<file path="src/ssc_pkg.sv">
/*
  shared types and constants of the smart card interface control block.
  assumes a single 250 MHz system clock; the lockout and step times are derived from it, the card clock from osc_input.
*/
package ssc_pkg;
  localparam int CLK_FREQ_MHZ = 250;
  // power-on / supply recovery lockout
  localparam int POR_HOLD_MS = 10;
  localparam int POR_HOLD_CYCLES = POR_HOLD_MS * 1000 * CLK_FREQ_MHZ;
  // spacing of sequencer steps
  localparam int SEQ_STEP_US = 1;
  localparam int SEQ_STEP_CYCLES = SEQ_STEP_US * CLK_FREQ_MHZ;
  // card clock periods before reset may rise
  localparam logic [15:0] RST_HOLD_CARD_CLKS = 16'hA410;
  // card clock period counted in oscillator half periods
  localparam logic [4:0] HALF_PER_DIV8 = 5'h10;
  localparam logic [4:0] HALF_PER_DIV4 = 5'h08;
  localparam logic [4:0] HALF_PER_DIV2 = 5'h04;
  localparam logic [4:0] HALF_PER_DIV1 = 5'h02;
  localparam logic [1:0] RATIO_DIV8 = 2'h0;
  localparam logic [1:0] RATIO_DIV4 = 2'h1;
  localparam logic [1:0] RATIO_DIV1 = 2'h2;
  localparam logic [1:0] RATIO_DIV2 = 2'h3;

  typedef struct packed {
    logic activation_command_n;
    logic card_reset_request;
    logic card_voltage_select;
    logic clock_ratio_sel_a;
    logic clock_ratio_sel_b;
    logic card_clock_halt;
    logic halt_clock_level;
  } ssc_host_t;

  typedef struct packed {
    logic card_present;
    logic vdd_fault;
    logic vpc_fault;
    logic vcc_fault;
    logic vpc_below_vcc;
    logic over_temp;
    logic over_current;
  } ssc_sense_t;

  typedef struct packed {
    logic vcc_enable;
    logic vcc_high_sel;
    logic io_reception;
    logic card_clk;
    logic card_rst;
  } ssc_card_t;

  typedef enum logic [2:0] {
    S_IDLE, S_RAMP, S_IO_ON, S_CLK_ON, S_ACTIVE, S_D_RST, S_D_CLK, S_D_IO
  } ssc_state_t;
endpackage

</file>
<file path="src/ssc_clkgen.sv">
/*
  card clock generator: divides the oscillator input and stops the clock
  at a chosen level. assumes osc_input is sampled on clk and runs slower
  than half the clk rate.
*/
`timescale 1ns/10ps
module ssc_clkgen
  import ssc_pkg::*;
(
  input  wire logic       clk,
  input  wire logic       rst_n,
  input  wire logic       osc_input,
  input  wire logic       run,
  input  wire logic       halt,
  input  wire logic       level,
  input  wire logic [1:0] ratio,
  output logic            card_clk,
  output logic            card_rise
);
  logic       osc_q;
  logic       go_q;
  logic       clk_q;
  logic       rise_q;
  logic [4:0] ph_q;
  logic [4:0] per_q;
  logic [4:0] per_sel;
  logic       osc_edge;
  logic       boundary;
  logic       go_d;
  logic [4:0] ph_d;
  logic [4:0] per_d;

  always_comb begin
    case (ratio)
      RATIO_DIV8: per_sel = HALF_PER_DIV8;
      RATIO_DIV4: per_sel = HALF_PER_DIV4;
      RATIO_DIV1: per_sel = HALF_PER_DIV1;
      RATIO_DIV2: per_sel = HALF_PER_DIV2;
      default:    per_sel = HALF_PER_DIV8;
    endcase
  end

  assign osc_edge = osc_input ^ osc_q;
  assign boundary = !go_q || (ph_q == per_q - 5'h01);

  // new ratio and halt only taken at the end of a whole period
  always_comb begin
    go_d  = go_q;
    ph_d  = ph_q;
    per_d = per_q;
    if (osc_edge && boundary) begin
      go_d  = run && !halt;
      per_d = per_sel;
      ph_d  = 5'h00;
    end else if (osc_edge) begin
      ph_d = ph_q + 5'h01;
    end
  end

  always_ff @(posedge clk) begin
    if (!rst_n) begin
      osc_q  <= 1'b0;
      go_q   <= 1'b0;
      ph_q   <= 5'h00;
      per_q  <= HALF_PER_DIV8;
      clk_q  <= 1'b0;
      rise_q <= 1'b0;
    end else begin
      osc_q  <= osc_input;
      go_q   <= go_d;
      ph_q   <= ph_d;
      per_q  <= per_d;
      rise_q <= osc_edge && go_d && (ph_d == 5'h00);
      if (go_d) begin
        clk_q <= ph_d < (per_d >> 1);
      end else begin
        clk_q <= run && level;
      end
    end
  end

  assign card_clk  = clk_q;
  assign card_rise = rise_q;
endmodule

</file>
<file path="src/ssc_ctrl.sv">
/*
  smart card interface control: activation/deactivation sequencer,
  card reset gating, clock control and presence/fault interrupt pin.
  assumes all inputs synchronous to clk; supervisors and detectors are
  outside and report as levels.
*/
`timescale 1ns/10ps
module ssc_ctrl
  import ssc_pkg::*;
#(
  parameter int          POR_CYCLES  = POR_HOLD_CYCLES,
  parameter int          STEP_CYCLES = SEQ_STEP_CYCLES,
  parameter logic [15:0] RST_CLKS    = RST_HOLD_CARD_CLKS
) (
  input  wire logic       clk,
  input  wire logic       rst_n,
  input  wire ssc_host_t  host,
  input  wire ssc_sense_t sense,
  input  wire logic       osc_input,
  input  wire logic       fault_irq_n_i,
  output logic            fault_irq_n_o,
  output logic            fault_irq_n_oe,
  output ssc_card_t       card
);
  localparam int PW = $clog2(POR_CYCLES + 1);
  localparam int SW = $clog2(STEP_CYCLES + 1);

  ssc_state_t    state_q;
  ssc_state_t    state_d;
  logic [PW-1:0] inh_q;
  logic [SW-1:0] step_q;
  logic          cmd_q;
  logic          fault_q;
  logic          irq_q;
  logic          vsel_q;
  logic          vcc_q;
  logic          io_q;
  logic          run_q;
  logic          gate_q;
  logic          rst_q;
  logic [15:0]   ccnt_q;
  logic          card_clk;
  logic          card_rise;
  logic          session;
  logic          fault_any;
  logic          start_ok;
  logic          step_done;
  logic          in_act;

  assign session   = !host.activation_command_n;
  assign fault_any = !sense.card_present || sense.vdd_fault || sense.vpc_fault
                     || sense.vcc_fault || sense.vpc_below_vcc || sense.over_temp
                     || sense.over_current;
  assign start_ok  = cmd_q && session && sense.card_present && !sense.over_temp
                     && !sense.vdd_fault && (inh_q == '0);
  assign step_done = (step_q == '0);
  assign in_act    = (state_q == S_RAMP) || (state_q == S_IO_ON)
                     || (state_q == S_CLK_ON) || (state_q == S_ACTIVE);

  // lockout after reset or digital supply recovery
  always_ff @(posedge clk) begin
    if (!rst_n) begin
      inh_q <= PW'(POR_CYCLES);
    end else if (sense.vdd_fault) begin
      inh_q <= PW'(POR_CYCLES);
    end else if (inh_q != '0) begin
      inh_q <= inh_q - PW'(1);
    end
  end

  // sticky session fault, the end of session clears it even with a fault present
  always_ff @(posedge clk) begin
    if (!rst_n) begin
      fault_q <= 1'b0;
      cmd_q   <= 1'b1;
    end else begin
      cmd_q <= host.activation_command_n;
      if (session && fault_any && state_q != S_IDLE) begin
        fault_q <= 1'b1;
      end else if (!session) begin
        fault_q <= 1'b0;
      end
    end
  end

  always_comb begin
    state_d = state_q;
    case (state_q)
      S_IDLE:   if (start_ok) state_d = S_RAMP;
      S_RAMP:   if (step_done) state_d = S_IO_ON;
      S_IO_ON:  if (step_done) state_d = S_CLK_ON;
      S_CLK_ON: if (step_done) state_d = S_ACTIVE;
      S_ACTIVE: state_d = S_ACTIVE;
      S_D_RST:  if (step_done) state_d = S_D_CLK;
      S_D_CLK:  if (step_done) state_d = S_D_IO;
      S_D_IO:   if (step_done) state_d = S_IDLE;
      default:  state_d = S_IDLE;
    endcase
    if (in_act && (!session || fault_any || fault_q)) begin
      state_d = S_D_RST;
    end
  end

  always_ff @(posedge clk) begin
    if (!rst_n) begin
      state_q <= S_IDLE;
      step_q  <= '0;
    end else begin
      state_q <= state_d;
      if (state_d != state_q) begin
        step_q <= SW'(STEP_CYCLES - 1);
      end else if (!step_done) begin
        step_q <= step_q - SW'(1);
      end
    end
  end

  // card side controls follow the next sequencer state; voltage select is taken from the host while idle
  always_ff @(posedge clk) begin
    if (!rst_n) begin
      vsel_q <= 1'b0;
      vcc_q  <= 1'b0;
      io_q   <= 1'b0;
      run_q  <= 1'b0;
    end else begin
      if (state_q == S_IDLE) begin
        vsel_q <= host.card_voltage_select;
      end
      vcc_q <= (state_d != S_IDLE);
      io_q  <= (state_d == S_IO_ON) || (state_d == S_CLK_ON) || (state_d == S_ACTIVE)
               || (state_d == S_D_RST) || (state_d == S_D_CLK);
      run_q <= (state_d == S_CLK_ON) || (state_d == S_ACTIVE) || (state_d == S_D_RST);
    end
  end

  // card clocks since clock start, then reset path opened
  always_ff @(posedge clk) begin
    if (!rst_n) begin
      ccnt_q <= 16'h0000;
      gate_q <= 1'b0;
      rst_q  <= 1'b0;
    end else begin
      if (!run_q || !in_act) begin
        ccnt_q <= 16'h0000;
      end else if (card_rise && ccnt_q != RST_CLKS) begin
        ccnt_q <= ccnt_q + 16'h0001;
      end
      gate_q <= (state_d == S_ACTIVE) && (ccnt_q == RST_CLKS);
      rst_q  <= gate_q && (state_d == S_ACTIVE) && host.card_reset_request;
    end
  end

  // presence outside a session, fault inside one
  always_ff @(posedge clk) begin
    if (!rst_n) begin
      irq_q <= 1'b0;
    end else if (session) begin
      irq_q <= fault_q || (in_act && fault_any);
    end else begin
      irq_q <= !sense.card_present;
    end
  end

  ssc_clkgen ssc_clkgen_i (
    .clk       (clk),
    .rst_n     (rst_n),
    .osc_input (osc_input),
    .run       (run_q),
    .halt      (host.card_clock_halt),
    .level     (host.halt_clock_level),
    .ratio     ({host.clock_ratio_sel_a, host.clock_ratio_sel_b}),
    .card_clk  (card_clk),
    .card_rise (card_rise)
  );

  assign fault_irq_n_o     = 1'b0;
  assign fault_irq_n_oe    = irq_q;
  assign card.vcc_enable   = vcc_q;
  assign card.vcc_high_sel = vsel_q;
  assign card.io_reception = io_q;
  assign card.card_clk     = card_clk;
  assign card.card_rst     = rst_q;
endmodule

</file>
<file path="config.mk">
export PLATFORM = sky130hd
export DESIGN_NAME = ssc_ctrl
export DESIGN_NICKNAME = d
export VERILOG_FILES = /design/src/ssc_pkg.sv /design/src/ssc_clkgen.sv /design/src/ssc_ctrl.sv
export SDC_FILE = /design/constraint.sdc
export NUM_CORES = 1
export LEC_CHECK = 0
export BUFFER_PORTS_ARGS = -buffer_cell sky130_fd_sc_hd__buf_2
export CORE_MARGIN = 3
export CORE_UTILIZATION = 29
export CTS_CLUSTER_SIZE = 14
export DETAILED_ROUTE_END_ITERATION = 12
export SKIP_LAST_GASP = 1
export SYNTH_ARGS = -nofsm -noshare
export SYNTH_HDL_FRONTEND = slang
export SYNTH_HIERARCHICAL = 1
export SYNTH_SLANG_ARGS = --single-unit
</file>
<file path="constraint.sdc">
create_clock -name clk -period 6.84 [get_ports clk]
set_clock_uncertainty 0.1 [all_clocks]
set_input_delay 0.342 -clock clk [delete_from_list [all_inputs] [get_ports clk]]
set_output_delay 0.342 -clock clk [all_outputs]
set_load 0.05 [all_outputs]
</file>
==> run metrics, run 1 <==
max_cap viols=0; crit path capture type=flop; CP arrival=3.52 ns; Crit-path slowest cell=dfxtp_1; via count=3140; placed cell count=605; # hold bufs at CTS=0; setup violators final=0; core area=12770 µm²; Clock Latency Late Sink=0.33 ns; Ports=25; post-synth cell types=67; CP bufs+invs=1; top_reg_cell synth=dfxtp_1; Post-Synthesis Cells=435; Net Count, Synth=463; Mean Syn Cell Area=8.804 µm²; drt initial violations=303; fin. max-slew vios=0; share of async-settable or async-resettable flops after synthesis=0%; Fin. Hold Viols=0; H-Tree Depth=3; FF+latch count, synth=71; CTS tree=done; worst slack, placed=3.495 ns; Worst EP required=6.99 ns; antenna viol nets, final=0; post-route minimum period=3.375 ns; Clk network pwr share=42.5%; initial antenna violation count=0; Vias/cell=5.065; DP HPWL=5759 µm; Initial Util=29.98%; Startpoint Class=flop; DRT Pass-1 Iters=5; vias in the first global route=2998; Total Routing Usage GR=12.12%; Crit path largest cell delay=0.45 ns; largest delay contributor family on the critical path=compound AO/OA/AOI/OAI gates; Seq pwr share=41.9%; drt wl/cell=13.15 µm; cell leakage power=1.635 nW; EDFF count, synth=0; Clock Pin Slew Worst Setup and Hold Paths=0.05 ns; die area=14620 µm²; Layout Cell Area excl Fill=4320 µm²; sw power=0.2848 mW; Hold Crit Class=primary input to flop; clk buf depth=2; Row Count=41; Max Fclk=296.3 MHz; Int Pwr=0.8077 mW; Slew headroom=31.63%; Die H=120.9 µm; Sw Ratio=26.07%; Tcrit/Tclk final=49.35%; largest net degree at the start of global routing=29; PwrDens=252.9 nW/µm²; layout cells sized above 1=13.17%; setup_tns=0 ns; Post-CTS Setup Inserts=0; NumNets Final=472; most frequent cell on the critical path=ha_1; detailed-route DRC error count=0; TritonCTS Buffers=9; routability cong.=0.8337; Die Wd=120.9 µm; Ant. Diodes=0; area delta synth->final=12.81%; critical path, cell by cell=inv_1, ha_1, xnor3_2, nand4_2, o21ai_2, nand2_1, o31a_1, ha_1, nand3_1, a311oi_1, a311o_1, o31ai_2; status=finished clean; unrepaired setup endpoints after global routing=false; Comb power frac=15.5%; count of buffers from port buffering=22; Worst Max-Slew Pin Slew=1.022 ns; worst IR drop on VDD=0.0001236 V; Root Driver=clkbuf_16; Crit Path Category=flop to flop; final WL=8152 µm; Crit Path Max Fanout=10; Final WS setup=3.465 ns; total number of clock tree sinks=71; Seq/Total Area, Yosys=37.11%; warning count from the yosys run=6; fin cells=620; first-pass GRT wire length=14450 µm; Pwr Total=1.092 mW; Post-DP Area=4023 µm²; global route overflow=0; PostCTS Resize Cnt=0; area of the mapped netlist=3830 µm²
area by class of cell:
type                       instances  area [µm²]
sequential                        71        1421
tap                              172       215.2
multi-input combinational        323        2212
fill                            1324        8453
clock buffer                      11       252.7
clock inverter                     4       45.04
timing repair buffer              22       110.1
inverter                          17       63.81
cell usage after synthesis, types with 2 or more instances:
cell      number  share of area [%]
o31a_1         4               0.91
buf_2          4               0.52
dfxtp_1       71                 37
a311oi_1       3               0.69
o21a_1         3               0.59
a21boi_0       3               0.59
nand2b_1       3               0.49
o21ai_0       11                1.4
nor4_2         2               0.65
and3_1        15                2.5
a21o_1         3               0.59
clkbuf_1      11                1.1
nor4b_1        5                1.1
or3_1          3               0.49
nor2b_1        2               0.33
and4_1         7                1.6
o21ai_1        4               0.52
nand2_1       27                2.6
xnor2_1       18                4.1
o311ai_1       2               0.46
ha_1          10                3.3
a21oi_1       21                2.7
buf_4          8                1.6
inv_1         17                1.7
nand3_1       21                2.7
nor3_1         8                1.0
nand4_1       16                2.6
nor4_1         5               0.82
nand3b_1       3               0.59
o211ai_1       3               0.59
and2b_2        2               0.46
a211oi_1       7                1.4
and2_1         9                1.5
a31oi_1        7                1.1
xor2_1        22                5.0
nor2_1        39                3.8
nor3b_1        2               0.39
or4_1          5               0.98
layout by cell type (no fill, tap or decap), types with 4 or more instances in the layout:
master	synthesis	final
a211oi_1	7	7
a21oi_1	21	21
a31oi_1	7	7
and2_1	9	9
and3_1	15	15
and4_1	7	7
buf_2	4	22
clkbuf_16	0	9
dfxtp_1	71	71
ha_1	10	10
inv_1	17	17
nand2_1	27	27
nand3_1	21	21
nand4_1	16	16
nor2_1	39	39
nor3_1	8	8
nor4_1	5	5
nor4b_1	5	5
o21ai_0	11	11
o21ai_1	4	4
o31a_1	4	4
or4_1	5	5
xnor2_1	18	18
xor2_1	22	22
power groups by stage:
stage / registers [mW] / clock network (mW) / logic, mW
floorplan: 0.463 / 0 / 0.141
global placement: 0.465 / 0 / 0.166
detailed placement: 0.466 / 0 / 0.169
CTS: 0.458 / 0.480 / 0.170
global route: 0.462 / 0.497 / 0.195
finish: 0.458 / 0.465 / 0.170
tightest hold or removal path, stage by stage:
cell and delay, ns:
buf_2 0.10, nand2_1 0.06, nor4_1 0.04
per-layer routing:
metal | up-vias | global-route usage (%) | routed length [µm]
li1 | 1590 | - | -
met1 | 1488 | 16.56 | 4019
met2 | 52 | 17.96 | 3704
met3 | 10 | 4.336 | 336
met4 | 0 | 3.470 | 91
met5 | - | 0 | 0
registers in the layout, indices dropped and copies added, names as in the netlist, 3 cells and up:
name,count
ssc_clkgen_i/per_q,4
inh_q,22
step_q,8
ssc_clkgen_i/ph_q,5
ccnt_q,16
state_q,3
per-stage QoR:
step / hold slack, ns / util (%)
finish: 0.1644 / 33.82
global route: 0.1747 / 33.82
CTS: 0.1499 / 33.82
detailed placement: 0.3188 / 31.49
global placement: 0.3168 / 31.49
floorplan: 0.3008 / -
cells by family (layout without fill, tap and decap cells):
family          Yosys count  after routing  synth area share, %
simple gates            187            187                28.72
compound gates           82             82                15.22
flops                    71             71                37.11
xor+xnor                 42             42                10.19
buf+inv                  41             54                5.129
fa+ha+maj                10             10                3.267
other cells               1              1              0.09791
mux                       1              1               0.2614
worst paths after layout:
check	end	slack, ns	depth (start not counted)	startpoint
hold reg to reg	rst_q	0.33	2	gate_q
setup reg to reg	ssc_clkgen_i/card_clk	3.46	12	ssc_clkgen_i/per_q[1]
setup / recovery	ssc_clkgen_i/card_clk	3.46	12	ssc_clkgen_i/per_q[1]
hold / removal	rst_q	0.16	3	host[5]
Note: power is estimated with default switching activity, not from simulation.
==> run 2: changes to the inputs <==
--- a/config.mk
+++ b/config.mk
@@ -5,6 +5,7 @@
 export SDC_FILE = /design/constraint.sdc
 export NUM_CORES = 1
 export LEC_CHECK = 0
+export ABC_AREA = 1
 export BUFFER_PORTS_ARGS = -buffer_cell sky130_fd_sc_hd__buf_2
 export CORE_MARGIN = 3
 export CORE_UTILIZATION = 29
==> constraint.sdc (replaced) <==
create_clock -name clk -period 3.2 [get_ports clk]
set_clock_uncertainty 0.1 [all_clocks]
set_input_delay 0.16 -clock clk [delete_from_list [all_inputs] [get_ports clk]]
set_output_delay 0.16 -clock clk [all_outputs]
set_load 0.05 [all_outputs]
==> run 2 against run 1 <==
Largest cell class unchanged; routed wire length increased by 12%; global-route usage up 0.092 points; total power grew 130%; critical endpoint unchanged; setup slack got worse by 2.8 ns; via count rose by 17%; cell count increased by 35%; synthesized cell count is 44% higher.
==> run metrics, run 2 <==
Seq pwr share=38.6% (was 41.9%); final WL=9128 µm (was 8152 µm); total number of clock tree sinks=71 (unchanged); CP arrival=2.70 ns (was 3.52 ns); Post-DP Area=4395 µm² (was 4023 µm²); top_reg_cell synth=dfxtp_1 (unchanged); core area=13930 µm² (was 12770 µm²); Mean Syn Cell Area=6.626 µm² (was 8.804 µm²); worst IR drop on VDD=0.0002913 V (was 0.0001236 V); Root Driver=clkbuf_16 (unchanged); fin. max-slew vios=0 (unchanged); CTS tree=done (unchanged); area share of the largest cell type after synthesis=34.32% (was 37.11%); Hold Crit Class=primary input to flop (unchanged); Clock Latency Late Sink=0.34 ns (was 0.33 ns); Fin. Hold Viols=0 (unchanged); largest net degree at the start of global routing=18 (was 29); Crit Path Category=flop to flop (unchanged); Worst Max-Slew Pin Slew=0.6313 ns (was 1.022 ns); share of async-settable or async-resettable flops after synthesis=0% (unchanged); TritonCTS Buffers=9 (unchanged); Layout Cell Area excl Fill=4777 µm² (was 4320 µm²); initial antenna violation count=0 (unchanged); Post-CTS Setup Inserts=0 (unchanged); Pwr Total=2.545 mW (was 1.092 mW); FF+latch count, synth=71 (unchanged); Worst EP required=3.36 ns (was 6.99 ns); layout cells sized above 1=12.01% (was 13.17%); Ant. Diodes=0 (unchanged); Max Fclk=394.1 MHz (was 296.3 MHz); Net Count, Synth=653 (was 463); most common cell after layout, fill and taps aside=nand2_1 (was dfxtp_1); Clock Pin Slew Worst Setup and Hold Paths=0.06 ns (was 0.05 ns); Seq/Total Area, Yosys=34.32% (was 37.11%); area delta synth->final=15.35% (was 12.81%); Clk network pwr share=42.2% (was 42.5%); registers with the most flip-flops=inh_q (22), ccnt_q (16), step_q (8) (unchanged); Slew headroom=57.80% (was 31.63%); status=finished clean (unchanged); EDFF count, synth=0 (unchanged); warning count from the yosys run=6 (unchanged); PwrDens=532.8 nW/µm² (was 252.9 nW/µm²); Die H=125.5 µm (was 120.9 µm); Initial Util=29.72% (was 29.98%); NumNets Final=681 (was 472); sw power=0.7619 mW (was 0.2848 mW); placed cell count=816 (was 605); vias in the first global route=3517 (was 2998); Synth area leader=dfxtp_1 (unchanged); die area=15750 µm² (was 14620 µm²); routability cong.=0.8466 (was 0.8337); setup_tns=0 ns (unchanged); crit path capture type=flop (unchanged); DRT Pass-1 Iters=5 (unchanged); clk buf depth=2 (unchanged); antenna viol nets, final=0 (unchanged); fin cells=838 (was 620); cell with the most instances after synthesis=nand2_1 (was dfxtp_1); via count=3663 (was 3140); Reg with most FFs=inh_q (unchanged); drt wl/cell=10.89 µm (was 13.15 µm); global route overflow=0 (unchanged); Int Pwr=1.783 mW (was 0.8077 mW); setup violators final=0 (unchanged); Startpoint Class=flop (unchanged); post-synth cell types=43 (was 67); DP HPWL=6912 µm (was 5759 µm); Synth top cells by count=nand2_1 (159), inv_1 (88), nor2_1 (88) (was dfxtp_1 (71), nor2_1 (39), nand2_1 (27)); max_cap viols=0 (unchanged); Crit Path Max Fanout=10 (unchanged); Row Count=43 (was 41); cell leakage power=2.132 nW (was 1.635 nW); first-pass GRT wire length=15930 µm (was 14450 µm); most frequent cells in the layout=nand2_1 (159), inv_1 (88), nor2_1 (88), dfxtp_1 (71), nand3_1 (52) (was dfxtp_1 (71), nor2_1 (39), nand2_1 (27), xor2_1 (22), buf_2 (22)); Comb power frac=19.1% (was 15.5%); Ports=25 (unchanged); area of the mapped netlist=4141 µm² (was 3830 µm²); detailed-route DRC error count=0 (unchanged); drt initial violations=165 (was 303); post-route minimum period=2.538 ns (was 3.375 ns); Total Routing Usage GR=12.21% (was 12.12%); max FFs per register=22 (unchanged); Sw Ratio=29.93% (was 26.07%); Die Wd=125.5 µm (was 120.9 µm); count of buffers from port buffering=22 (unchanged); unrepaired setup endpoints after global routing=false (unchanged); Tcrit/Tclk final=79.30% (was 49.35%); H-Tree Depth=3 (unchanged); Vias/cell=4.371 (was 5.065); top cells by area, synth=dfxtp_1 (34%), nand2_1 (14%), inv_1 (8.0%) (was dfxtp_1 (37%), xor2_1 (5.0%), xnor2_1 (4.1%)); Post-Synthesis Cells=625 (was 435)
## run 2: changes by cell type in the layout (fill, tap and decap cells not counted), sizes merged, moves of 7 or more
cell   before  now
and2        9    0
and3       16    1
nor3        9   18
nor2       39   95
inv        17   95
a31oi       7    0
nand4      17    7
nand2      27  169
xnor2      19   10
and4        7    0
nor4        8    1
a21oi      21   28
nand3      22   56
## run 2: cell type report
class                           count  area, µm²
Fill cell                        1462       9158
Multi-Input combinational cell    446       2265
Sequential cell                    71       1421
Inverter                           96      366.6
Clock buffer                        9      225.2
Tap cell                          180      225.2
Timing Repair Buffer               29      177.7
Clock inverter                      7      96.34
## run 2: layer usage
metal	wire length, µm	GRT usage, %	part of all wire [%]	vias to the layer above
met5	0	0	0	-
met4	147	4.974	1.6	0
met2	4015	19.04	44	50
li1	-	-	-	2007
met3	339	3.460	3.7	13
met1	4626	15.90	51	1593
## run 2: repair_timing
item	4_1_cts	5_1_grt
hold buffers	6	0
hold endpoints to repair	5	0
gates resized for setup	0	0
## run 2: power groups by stage
stage | logic [mW] | registers, mW | clock network (mW)
2_1_floorplan | 0.398 | 0.996 | 0
3_3_place_gp | 0.481 | 1.00 | 0
3_5_place_dp | 0.484 | 1.00 | 0
4_1_cts | 0.492 | 0.983 | 1.11
5_1_grt | 0.561 | 0.989 | 1.14
6_report | 0.487 | 0.983 | 1.08
## run 2: cells by family (layout without fill, tap and decap cells)
group           Yosys count  in the layout  synth area share (%)
xor+xnor                 28             28                 6.103
simple gates            354            354                 38.34
other cells               1              1               0.09055
flops                    71             71                 34.32
compound gates           53             53                 7.130
buf+inv                 108            141                 11.00
fa+ha+maj                10             10                 3.021
## run 2: path summary, 6_finish.rpt
kind,from,endpoint,slack [ns],cells past startpoint
setup reg to reg,ssc_clkgen_i/per_q[1],ssc_clkgen_i/card_clk,0.66,19
hold reg to reg,gate_q,rst_q,0.33,2
setup / recovery,ssc_clkgen_i/per_q[1],ssc_clkgen_i/card_clk,0.66,19
hold / removal,host[0],ssc_clkgen_i/card_clk,0.03,3
## run 2: per-stage QoR
stage	util, %	hold slack [ns]	setup slack, ns
4_1_cts	34.28	0.02207	0.6561
5_1_grt	34.28	0.02001	0.3398
6_report	34.28	0.02789	0.6624
3_3_place_gp	31.54	0.2847	0.7001
2_1_floorplan	-	0.1288	0.9002
3_5_place_dp	31.54	0.3003	0.6970
## run 2: worst max-delay path, cell delays in order (launching register included)
cell and delay, ns:
dfxtp_1 0.37, inv_2 0.07, ha_1 0.29, inv_1 0.04, nand2_1 0.05, nand2_1 0.05
nor2_2 0.11, nand3_2 0.09, nand2_2 0.10, nand2_4 0.10, inv_6 0.10, nand3_1 0.06
o21ai_0 0.07, inv_1 0.08, ha_1 0.29, a21oi_1 0.14, nor2_1 0.07, nor2_1 0.10
nand2_1 0.07, a21oi_2 0.10
